[src/common/dma_filter_cfg.svh]
`ifndef DMA_FILTER_CFG_SVH
`define DMA_FILTER_CFG_SVH

// register byte addresses, one aligned word each
`define OFS_TX_LEN_LO      12'h000
`define OFS_TX_LEN_HI      12'h004
`define OFS_RING_FIRST     12'h008
`define OFS_RING_LAST      12'h00c
`define OFS_RING_GUARD     12'h010
`define OFS_RX_WRITE       12'h014
`define OFS_LDMA_HI        12'h018
`define OFS_LDMA_LO        12'h01c
`define OFS_HX_START_HI    12'h020
`define OFS_HX_START_LO    12'h024
`define OFS_HX_COUNT_HI    12'h028
`define OFS_HX_COUNT_LO    12'h02c
`define OFS_HX_ADDR_HI     12'h030
`define OFS_HX_ADDR_LO     12'h034
`define OFS_ALIGN_TALLY    12'h038
`define OFS_CRC_TALLY      12'h03c
`define OFS_LOST_TALLY     12'h040
`define OFS_RX_CONFIG      12'h044
`define OFS_STATION_BASE   12'h080
`define OFS_HASH_BASE      12'h0a0
`define REG_STRIDE         12'h004

// receive configuration bit positions
`define CFG_ALL_ONES_BIT   0
`define CFG_ANY_PHYS_BIT   1
`define CFG_MONITOR_BIT    2
`define CFG_MULTICAST_BIT  3

`define TALLY_MAX          8'hc0
`define CRC_POLY           32'h04c11db7
`define CRC_INIT           32'hffffffff
`define HASH_LSB           26
`define DEST_BITS          6'd48
`define WORD_STEP          16'h0002
`define BYTE_STEP          16'h0001

`endif

[src/common/dma_filter_pkg.sv]
package dma_filter_pkg;

    typedef struct packed {
        logic        psel;
        logic        penable;
        logic        pwrite;
        logic [11:0] paddr;
        logic [31:0] pwdata;
    } apb_req_t;

    typedef struct packed {
        logic        pready;
        logic        pslverr;
        logic [31:0] prdata;
    } apb_rsp_t;

    // receive-side events reported by the frame engine
    typedef struct packed {
        logic frame_start;
        logic dest_bit_valid;
        logic dest_bit;
        logic frame_end;
        logic align_error;
        logic crc_error;
        logic no_buffer;
    } rx_event_t;

    typedef enum logic [1:0] {
        X_IDLE,
        X_RUN
    } xfer_state_t;

    typedef struct packed {
        logic [15:0] tx_len;
        logic [7:0]  ring_first;
        logic [7:0]  ring_last;
        logic [7:0]  ring_guard;
        logic [7:0]  rx_write;
        logic [15:0] ldma_addr;
        logic [15:0] hx_start;
        logic [15:0] hx_count;
        logic [15:0] hx_addr;
        logic [47:0] station;
        logic [63:0] hash_bits;
        logic [7:0]  align_tally;
        logic [7:0]  crc_tally;
        logic [7:0]  lost_tally;
        logic [3:0]  rx_cfg;
        logic [31:0] crc;
        logic [5:0]  bit_cnt;
        logic [47:0] dest;
        logic [5:0]  hash_idx;
        logic        accepted;
        logic        ring_full;
        logic [31:0] prdata;
        xfer_state_t xstate;
    } state_t;

endpackage

[src/dma_filter_tally_regs.sv]
`timescale 1ns/1ps
`include "dma_filter_cfg.svh"

// How it works
// - full programmed length sent, never truncated
// - ring pages are 256 bytes, low byte zero
// - next page equal guard page aborts DMA
// - write page restores pointers on error
// - local DMA address readable as two bytes
// - host transfer start loaded as two bytes
// - word steps two, byte steps one
// - host byte count high then low byte
// - current host address readable while advancing
// - destination compared against six station bytes
// - first destination bit flags group address
// - top six crc bits latched as hash
// - hash selects one filter bit for multicast
// - filter bit n in byte n/8 bit n%8
// - tallies count binary, stop at 192
// - reading a tally clears it
// - alignment tally counts recognized misaligned frames
// - crc tally counts recognized crc errors
// - lost tally counts frames without buffers
// - monitor mode lost tally counts recognized frames
// - all-ones destination accepted only when enabled
// - any physical accepted only when enabled
module dma_filter_tally_regs (
    input  wire logic                   clock,
    input  wire logic                   rst,
    input  wire dma_filter_pkg::apb_req_t apb_req,
    output dma_filter_pkg::apb_rsp_t    apb_rsp,
    input  wire dma_filter_pkg::rx_event_t rx_ev,
    input  wire logic                   ldma_tx_load,
    input  wire logic                   ldma_step,
    input  wire logic                   ldma_link,
    input  wire logic                   rx_error_restore,
    input  wire logic                   rx_commit,
    input  wire logic                   hx_go,
    input  wire logic                   hx_step,
    input  wire logic                   hx_word,
    output logic [15:0]                 tx_send_length,
    output logic [15:0]                 ldma_address,
    output logic                        ldma_abort,
    output logic [15:0]                 hx_address,
    output logic                        hx_busy,
    output logic                        hx_done,
    output logic                        frame_accept,
    output logic                        group_address_flag,
    output logic                        monitor_mode
);

    dma_filter_pkg::state_t s_q;
    dma_filter_pkg::state_t s_d;

    localparam int BYTE_W        = 8;
    localparam int STATION_BYTES = 6;
    localparam int HASH_BYTES    = 8;

    logic        wr_en;
    logic        rd_setup;
    logic        accept_now;
    logic [STATION_BYTES-1:0] st_sel;
    logic [HASH_BYTES-1:0]    hf_sel;
    logic [11:0] a;
    logic [7:0]  wb;
    logic [7:0]  next_page;
    logic        phys_match;
    logic        all_ones;
    logic        hash_hit;
    logic        recognized;
    logic [15:0] step;
    logic        crc_fb;

    assign a     = apb_req.paddr;
    assign wb    = apb_req.pwdata[7:0];
    assign wr_en = apb_req.psel & apb_req.penable & apb_req.pwrite;
    // reads are served from the setup cycle so every access needs no wait state;
    // the tally clear falls in that same cycle, so no count slips between sample and clear
    assign rd_setup = apb_req.psel & ~apb_req.penable & ~apb_req.pwrite;

    ////////////////////////////////////////////////////////////////////////////////////////

    // saturating tally step, cleared by a read; the count wins over the clear
    function automatic logic [7:0] tally(input logic [7:0] v, input logic inc, input logic clr);
        logic [7:0] base;
        base = clr ? 8'h00 : v;
        if (inc && base != `TALLY_MAX)
            tally = base + 8'h01;
        else
            tally = base;
    endfunction

    function automatic logic hit(input logic [11:0] adr, input logic [11:0] ofs);
        hit = (adr == ofs);
    endfunction

    // one decoder per byte lane of the station and filter banks
    for (genvar g = 0; g < STATION_BYTES; g++)
    begin : g_station
        assign st_sel[g] = hit(a, `OFS_STATION_BASE + `REG_STRIDE * 12'(g));
    end
    for (genvar g = 0; g < HASH_BYTES; g++)
    begin : g_hash
        assign hf_sel[g] = hit(a, `OFS_HASH_BASE + `REG_STRIDE * 12'(g));
    end

    ////////////////////////////////////////////////////////////////////////////////////////

    // page after the current local DMA page, wrapping at the ring end
    assign next_page = (s_q.ldma_addr[15:8] + 8'h01 == s_q.ring_last)
                       ? s_q.ring_first : s_q.ldma_addr[15:8] + 8'h01;

    assign phys_match = (s_q.dest == s_q.station);
    assign all_ones   = &s_q.dest;
    assign hash_hit   = s_q.hash_bits[s_q.hash_idx];
    assign step       = hx_word ? `WORD_STEP : `BYTE_STEP;
    assign crc_fb     = s_q.crc[31] ^ rx_ev.dest_bit;

    // recognition settles once all destination bits are in and holds to the next
    // frame, so a frame end is judged on it directly, not on the registered copy
    assign accept_now = (s_q.bit_cnt == `DEST_BITS) & recognized;

    always_comb
    begin
        // destination bit 0 arrives first and marks group addresses
        if (s_q.dest[0])
            recognized = all_ones ? s_q.rx_cfg[`CFG_ALL_ONES_BIT]
                       : (s_q.rx_cfg[`CFG_MULTICAST_BIT] & hash_hit);
        else
            recognized = s_q.rx_cfg[`CFG_ANY_PHYS_BIT] | phys_match;
    end

    always_comb
    begin
        s_d = s_q;

        // ---- receive address recognition ----
        if (rx_ev.frame_start)
        begin
            s_d.crc     = `CRC_INIT;
            s_d.bit_cnt = 6'd0;
            s_d.dest    = '0;
        end
        else if (rx_ev.dest_bit_valid && s_q.bit_cnt != `DEST_BITS)
        begin
            s_d.dest[s_q.bit_cnt] = rx_ev.dest_bit;
            s_d.crc     = {s_q.crc[30:0], 1'b0} ^ (crc_fb ? `CRC_POLY : 32'h0);
            s_d.bit_cnt = s_q.bit_cnt + 6'd1;
            if (s_q.bit_cnt == `DEST_BITS - 6'd1)
                s_d.hash_idx = s_d.crc[31:`HASH_LSB];
        end
        if (s_q.bit_cnt == `DEST_BITS)
            s_d.accepted = recognized;

        // ---- local DMA pointer ----
        if (ldma_tx_load)
            s_d.ldma_addr = {s_q.rx_write, 8'h00};
        else if (rx_error_restore)
            s_d.ldma_addr = {s_q.rx_write, 8'h00};
        else if (ldma_link)
        begin
            if (next_page == s_q.ring_guard)
                s_d.ring_full = 1'b1;
            else
                s_d.ldma_addr = {next_page, 8'h00};
        end
        else if (ldma_step)
            s_d.ldma_addr = s_q.ldma_addr + 16'h0001;
        if (rx_ev.frame_start)
            s_d.ring_full = 1'b0;
        if (rx_commit)
            s_d.rx_write = s_q.ldma_addr[15:8] + 8'h01 == s_q.ring_last
                           ? s_q.ring_first : s_q.ldma_addr[15:8] + 8'h01;

        // ---- host transfer engine ----
        unique case (s_q.xstate)
            dma_filter_pkg::X_IDLE:
                if (hx_go)
                begin
                    s_d.hx_addr = s_q.hx_start;
                    if (s_q.hx_count != 16'h0000)
                        s_d.xstate = dma_filter_pkg::X_RUN;
                end
            dma_filter_pkg::X_RUN:
                if (hx_step)
                begin
                    s_d.hx_addr  = s_q.hx_addr + step;
                    s_d.hx_count = (s_q.hx_count > step) ? s_q.hx_count - step : 16'h0000;
                    if (s_q.hx_count <= step)
                        s_d.xstate = dma_filter_pkg::X_IDLE;
                end
            default:
                s_d.xstate = dma_filter_pkg::X_IDLE;
        endcase

        // ---- register writes ----
        if (wr_en)
        begin
            if (hit(a, `OFS_TX_LEN_LO))   s_d.tx_len[7:0]     = wb;
            if (hit(a, `OFS_TX_LEN_HI))   s_d.tx_len[15:8]    = wb;
            if (hit(a, `OFS_RING_FIRST))  s_d.ring_first      = wb;
            if (hit(a, `OFS_RING_LAST))   s_d.ring_last       = wb;
            if (hit(a, `OFS_RING_GUARD))  s_d.ring_guard      = wb;
            if (hit(a, `OFS_RX_WRITE))    s_d.rx_write        = wb;
            if (hit(a, `OFS_HX_START_HI)) s_d.hx_start[15:8]  = wb;
            if (hit(a, `OFS_HX_START_LO)) s_d.hx_start[7:0]   = wb;
            if (hit(a, `OFS_HX_COUNT_HI)) s_d.hx_count[15:8]  = wb;
            if (hit(a, `OFS_HX_COUNT_LO)) s_d.hx_count[7:0]   = wb;
            if (hit(a, `OFS_RX_CONFIG))   s_d.rx_cfg          = wb[3:0];
            for (int i = 0; i < STATION_BYTES; i++)
            begin
                if (st_sel[i])
                    s_d.station[i*BYTE_W +: BYTE_W] = wb;
            end
            for (int i = 0; i < HASH_BYTES; i++)
            begin
                if (hf_sel[i])
                    s_d.hash_bits[i*BYTE_W +: BYTE_W] = wb;
            end
        end

        // ---- tallies: event on a completed frame, recognized except for lost frames outside monitor mode ----
        s_d.align_tally = tally(s_q.align_tally,
            rx_ev.frame_end & accept_now & rx_ev.align_error,
            rd_setup & hit(a, `OFS_ALIGN_TALLY));
        s_d.crc_tally = tally(s_q.crc_tally,
            rx_ev.frame_end & accept_now & rx_ev.crc_error,
            rd_setup & hit(a, `OFS_CRC_TALLY));
        s_d.lost_tally = tally(s_q.lost_tally,
            rx_ev.frame_end & (s_q.rx_cfg[`CFG_MONITOR_BIT]
                ? accept_now
                : (rx_ev.no_buffer | s_q.ring_full)),
            rd_setup & hit(a, `OFS_LOST_TALLY));

        // ---- read data ----
        s_d.prdata = 32'h0;
        if (rd_setup)
        begin
            unique case (1'b1)
                hit(a, `OFS_TX_LEN_LO):   s_d.prdata[7:0] = s_q.tx_len[7:0];
                hit(a, `OFS_TX_LEN_HI):   s_d.prdata[7:0] = s_q.tx_len[15:8];
                hit(a, `OFS_RING_FIRST):  s_d.prdata[7:0] = s_q.ring_first;
                hit(a, `OFS_RING_LAST):   s_d.prdata[7:0] = s_q.ring_last;
                hit(a, `OFS_RING_GUARD):  s_d.prdata[7:0] = s_q.ring_guard;
                hit(a, `OFS_RX_WRITE):    s_d.prdata[7:0] = s_q.rx_write;
                hit(a, `OFS_LDMA_HI):     s_d.prdata[7:0] = s_q.ldma_addr[15:8];
                hit(a, `OFS_LDMA_LO):     s_d.prdata[7:0] = s_q.ldma_addr[7:0];
                hit(a, `OFS_HX_START_HI): s_d.prdata[7:0] = s_q.hx_start[15:8];
                hit(a, `OFS_HX_START_LO): s_d.prdata[7:0] = s_q.hx_start[7:0];
                hit(a, `OFS_HX_COUNT_HI): s_d.prdata[7:0] = s_q.hx_count[15:8];
                hit(a, `OFS_HX_COUNT_LO): s_d.prdata[7:0] = s_q.hx_count[7:0];
                hit(a, `OFS_HX_ADDR_HI):  s_d.prdata[7:0] = s_q.hx_addr[15:8];
                hit(a, `OFS_HX_ADDR_LO):  s_d.prdata[7:0] = s_q.hx_addr[7:0];
                hit(a, `OFS_ALIGN_TALLY): s_d.prdata[7:0] = s_q.align_tally;
                hit(a, `OFS_CRC_TALLY):   s_d.prdata[7:0] = s_q.crc_tally;
                hit(a, `OFS_LOST_TALLY):  s_d.prdata[7:0] = s_q.lost_tally;
                hit(a, `OFS_RX_CONFIG):   s_d.prdata[3:0] = s_q.rx_cfg;
                default:                  s_d.prdata      = 32'h0;
            endcase
            for (int i = 0; i < STATION_BYTES; i++)
            begin
                if (st_sel[i])
                    s_d.prdata[BYTE_W-1:0] = s_q.station[i*BYTE_W +: BYTE_W];
            end
            for (int i = 0; i < HASH_BYTES; i++)
            begin
                if (hf_sel[i])
                    s_d.prdata[BYTE_W-1:0] = s_q.hash_bits[i*BYTE_W +: BYTE_W];
            end
        end
    end

    // the captured read word stands through the access phase; no wait states
    assign apb_rsp = '{pready: apb_req.psel & apb_req.penable, pslverr: 1'b0, prdata: s_q.prdata};

    assign tx_send_length     = s_q.tx_len;
    assign ldma_address       = s_q.ldma_addr;
    assign ldma_abort         = s_q.ring_full;
    assign hx_address         = s_q.hx_addr;
    assign hx_busy            = (s_q.xstate == dma_filter_pkg::X_RUN);
    assign hx_done            = hx_busy & hx_step & (s_q.hx_count <= step);
    assign frame_accept       = s_q.accepted;
    assign group_address_flag = s_q.dest[0];
    assign monitor_mode       = s_q.rx_cfg[`CFG_MONITOR_BIT];

    // all state moves together; reset clears the whole bank
    always_ff @(posedge clock)
    begin
        if (rst)
            s_q <= '0;
        else
            s_q <= s_d;
    end

    ////////////////////////////////////////////////////////////////////////////////////////

endmodule

[config.mk]
export PLATFORM = sky130hd
export DESIGN_NAME = dma_filter_tally_regs
export DESIGN_NICKNAME = d
export VERILOG_FILES = /design/src/common/dma_filter_pkg.sv /design/src/dma_filter_tally_regs.sv
export VERILOG_INCLUDE_DIRS = /design/src /design/src/common
export SDC_FILE = /design/constraint.sdc
export NUM_CORES = 1
export LEC_CHECK = 0
export BUFFER_PORTS_ARGS = -buffer_cell sky130_fd_sc_hd__buf_2
export CORE_MARGIN = 2
export CORE_UTILIZATION = 45
export CTS_CLUSTER_DIAMETER = 120
export DETAILED_ROUTE_END_ITERATION = 7
export HOLD_SLACK_MARGIN = 0.1
export PLACE_DENSITY = 0.63
export SKIP_CTS_REPAIR_TIMING = 1
export SLEW_MARGIN = 5
export SYNTH_ARGS = -nofsm -noshare
export SYNTH_HDL_FRONTEND = slang
export SYNTH_SLANG_ARGS = --single-unit
[constraint.sdc]
create_clock -name clock -period 9.02 [get_ports clock]
set_clock_uncertainty 0.15 [all_clocks]
set_input_delay 1.804 -clock clock [delete_from_list [all_inputs] [get_ports clock]]
set_output_delay 1.804 -clock clock [all_outputs]
set_load 0.03 [all_outputs]
==> results.md <==
- Number of clock buffers inserted by TritonCTS: 41
- Initial core utilization: 0.459
- Hold path start: s_q[180]
- HPWL Detailed: 48700 um
- # DRC: 0
- Die area: 0.0458 mm2
- Reg clk slew, reported paths: 0.06 ns
- Vias in the first global route: 17667
- Crit-path slowest cell: nand3_1
- Largest net degree at the start of global routing: 114
- First-pass GRT wire length: 106000 um
- Peak VDD IR: 0.167 mV
- CTS tree: done
- Post-synth EDFFs: 0
- Critical path type: input port to register
- GRT Util Overall: 0.291
- CORE AREA: 0.0433 mm2
- Gate Count Post-Synth: 2567
- TritonRoute pass-1 iters: 7
- Unrepaired setup endpoints after global routing: no
- Clock sink count: 355
- Power Total: 3750 uW
- Final hold violation count: 0
- Avg Inst Size Synth: 7.73 um2
- Final Core Density: 0.495
- Via/cell ratio: 6.17
- Seq cells post-synth: 355
- R2R Path End: ldma_address[7]
- H-tree depth: 2
- Post-Syn Area: 0.0198 mm2
- Port bufs: 102
- Worst min path class: register to register
- Post-route ant nets: 0
- DRT iter0 DRCs: 2280
- Least-Margin Pin Slew: 1.22 ns
- Worst EP arrival: 6.26 ns
- PwrDens: 175 mW/mm2
- Post-layout nets: 2588
- Crit path launch type: input port
- Yosys warning count: 0
- Period utilisation layout: 0.657
- Req. time, crit path: 9.36 ns
- Vias: 19257
- F_max: 169 MHz
- Leak: 0.00733 uW
- Routed len/inst: 22.3 um
- Clock buffer depth: 3
- Worst slew margin: 0.187
- GPL Wtd Cong: 0.976
- Status: finished clean
- Die Ht: 214 um
- Final wirelength: 69600 um
- Die width: 214 um
- Share of layout cells above drive strength 1: 0.101
- Worst Hold Depth: 2
- Min cycle time layout: 5.92 ns
- Worst skew pair latency: 0.57 ns
- Setup violators final: 0
- Area Overhead vs Synth: 7.80%
- Worst R2R Start: ldma_address[8]
- Top FF cell, synth: dfxtp_1
- WHS: 0.321 ns
- IO Pins: 152
- Crit path max fanout: 33
- Hold endpoint: s_q[180]
- FF-to-FF path depth: 11
- Total global routing overflow: 0
- Asr flop ratio synth: 0
- Sequential area share after synthesis: 0.358
- Initial antenna violation count: 1
- Max Transition Viols Final: 0
- Final setup TNS: 0 ns
- Nature of the critical path endpoint: register
- Site Rows: 76
- Max-Cap Viols: 0
- Synth unique cells: 94
- Worst R2R Setup Slack: 4.51 ns
- Crit path cell chain: buf_2 > nor2_1 > nand3_1 > nor2_1 > a221oi_1 > o2111ai_1 > o221ai_1 > a2111oi_0 > o221ai_1 > a31oi_1
- Root buffer cell: clkbuf_16
- CP peak stage delay: 0.80 ns
==> area by class of cell <==
class                           instances  area (um2)
Sequential cell                       355        7110
Antenna cell                            1        2.50
Multi-Input combinational cell       1961       11500
Clock buffer                           62        1210
Inverter                               24        90.1
Fill cell                            4225       21900
Clock inverter                          8         106
Tap cell                              585         732
Timing Repair Buffer                  125         692
==> worst max-delay path, delay by kind of cell <==
family | cells | cell delay, ns
compound gates | 6 | 1.75
buf+inv | 1 | 0.38
simple gates | 3 | 2.30
==> routing by layer <==
layer | track usage | wire length, um
met1 | 0.400 | 29300
met2 | 0.453 | 31300
met3 | 0.0512 | 6380
met4 | 0.118 | 2630
met5 | 0 | 0
==> layout by cell type (no fill, tap or decap), drive strengths merged, types with 27 or more instances in the layout <==
| cell type | count |
|---|---|
| a21oi | 276 |
| dfxtp | 355 |
| mux2i | 79 |
| a31oi | 34 |
| nor3 | 53 |
| buf | 124 |
| nor2 | 250 |
| nor4 | 28 |
| a22oi | 32 |
| nand3 | 70 |
| nand4 | 46 |
| xnor2 | 77 |
| o21ai | 121 |
| nand2 | 495 |
| xor2 | 35 |
| clkbuf | 63 |
| inv | 27 |
==> cell families after synthesis <==
group                      count (synthesis)  synth area share
AOI/OAI and AO/OA                        620             0.191
muxes                                    107            0.0663
buffers and inverters                    275            0.0719
DFF                                      355             0.358
xor gates and xnor gates                 116            0.0540
and+or+nand+nor                         1077             0.248
other                                      1          0.000189
adders and majority gates                 16            0.0108
==> per-stage QoR <==
step / area, um2 / instances / setup slack, ns
final: 21400 / 3121 / 3.10
after global routing: 21400 / 3120 / 2.98
after CTS: 21400 / 3119 / 3.20
after detailed placement: 20100 / 3049 / 2.74
after global placement: 20100 / 3049 / 2.79
after floorplan: 19900 / 2591 / 3.63
==> worst max-delay path by stage <==
stage | start | slack (ns) | end | cells past startpoint
after floorplan | hx_word | 3.63 | hx_done | 7
after global placement | apb_req[34] | 2.79 | apb_rsp[4] | 10
after detailed placement | apb_req[34] | 2.74 | apb_rsp[4] | 10
after CTS | hx_word | 3.20 | hx_done | 8
after global routing | apb_req[34] | 2.98 | apb_rsp[4] | 10
final | apb_req[34] | 3.10 | apb_rsp[4] | 10
==> synth_stat cells, types with 9 or more instances <==
cell	instances	area, um2
or2_2	11	68.8
buf_1	12	45.0
nand2b_1	13	81.3
mux4_2	18	405
buf_2	9	45.0
xor2_1	35	307
ha_1	14	175
buf_4	85	638
dfxtp_1	355	7110
o21ai_0	117	586
or3_1	21	131
nor3_1	49	245
nor2_1	249	935
nand4_1	43	269
nor4_1	25	156
clkbuf_1	133	499
nand3_1	70	350
inv_1	24	90.1
mux2i_1	79	791
a211oi_1	19	143
a21oi_1	276	1380
a22oi_1	32	240
nand2_1	495	1860
nor3b_1	9	67.6
a31oi_1	34	213
o22ai_1	24	150
a32oi_1	9	78.8
xnor2_1	77	674
a221oi_1	13	114
and3_1	21	131
a22o_1	12	105
nor2b_1	14	87.6
==> report_power, final <==
group          switching (uW)  leakage (uW)  internal, uW
Sequential               45.0       0.00287          1600
Clock                     690      0.000642           984
Combinational             297       0.00382           137
(Power assumes the default switching activity.)
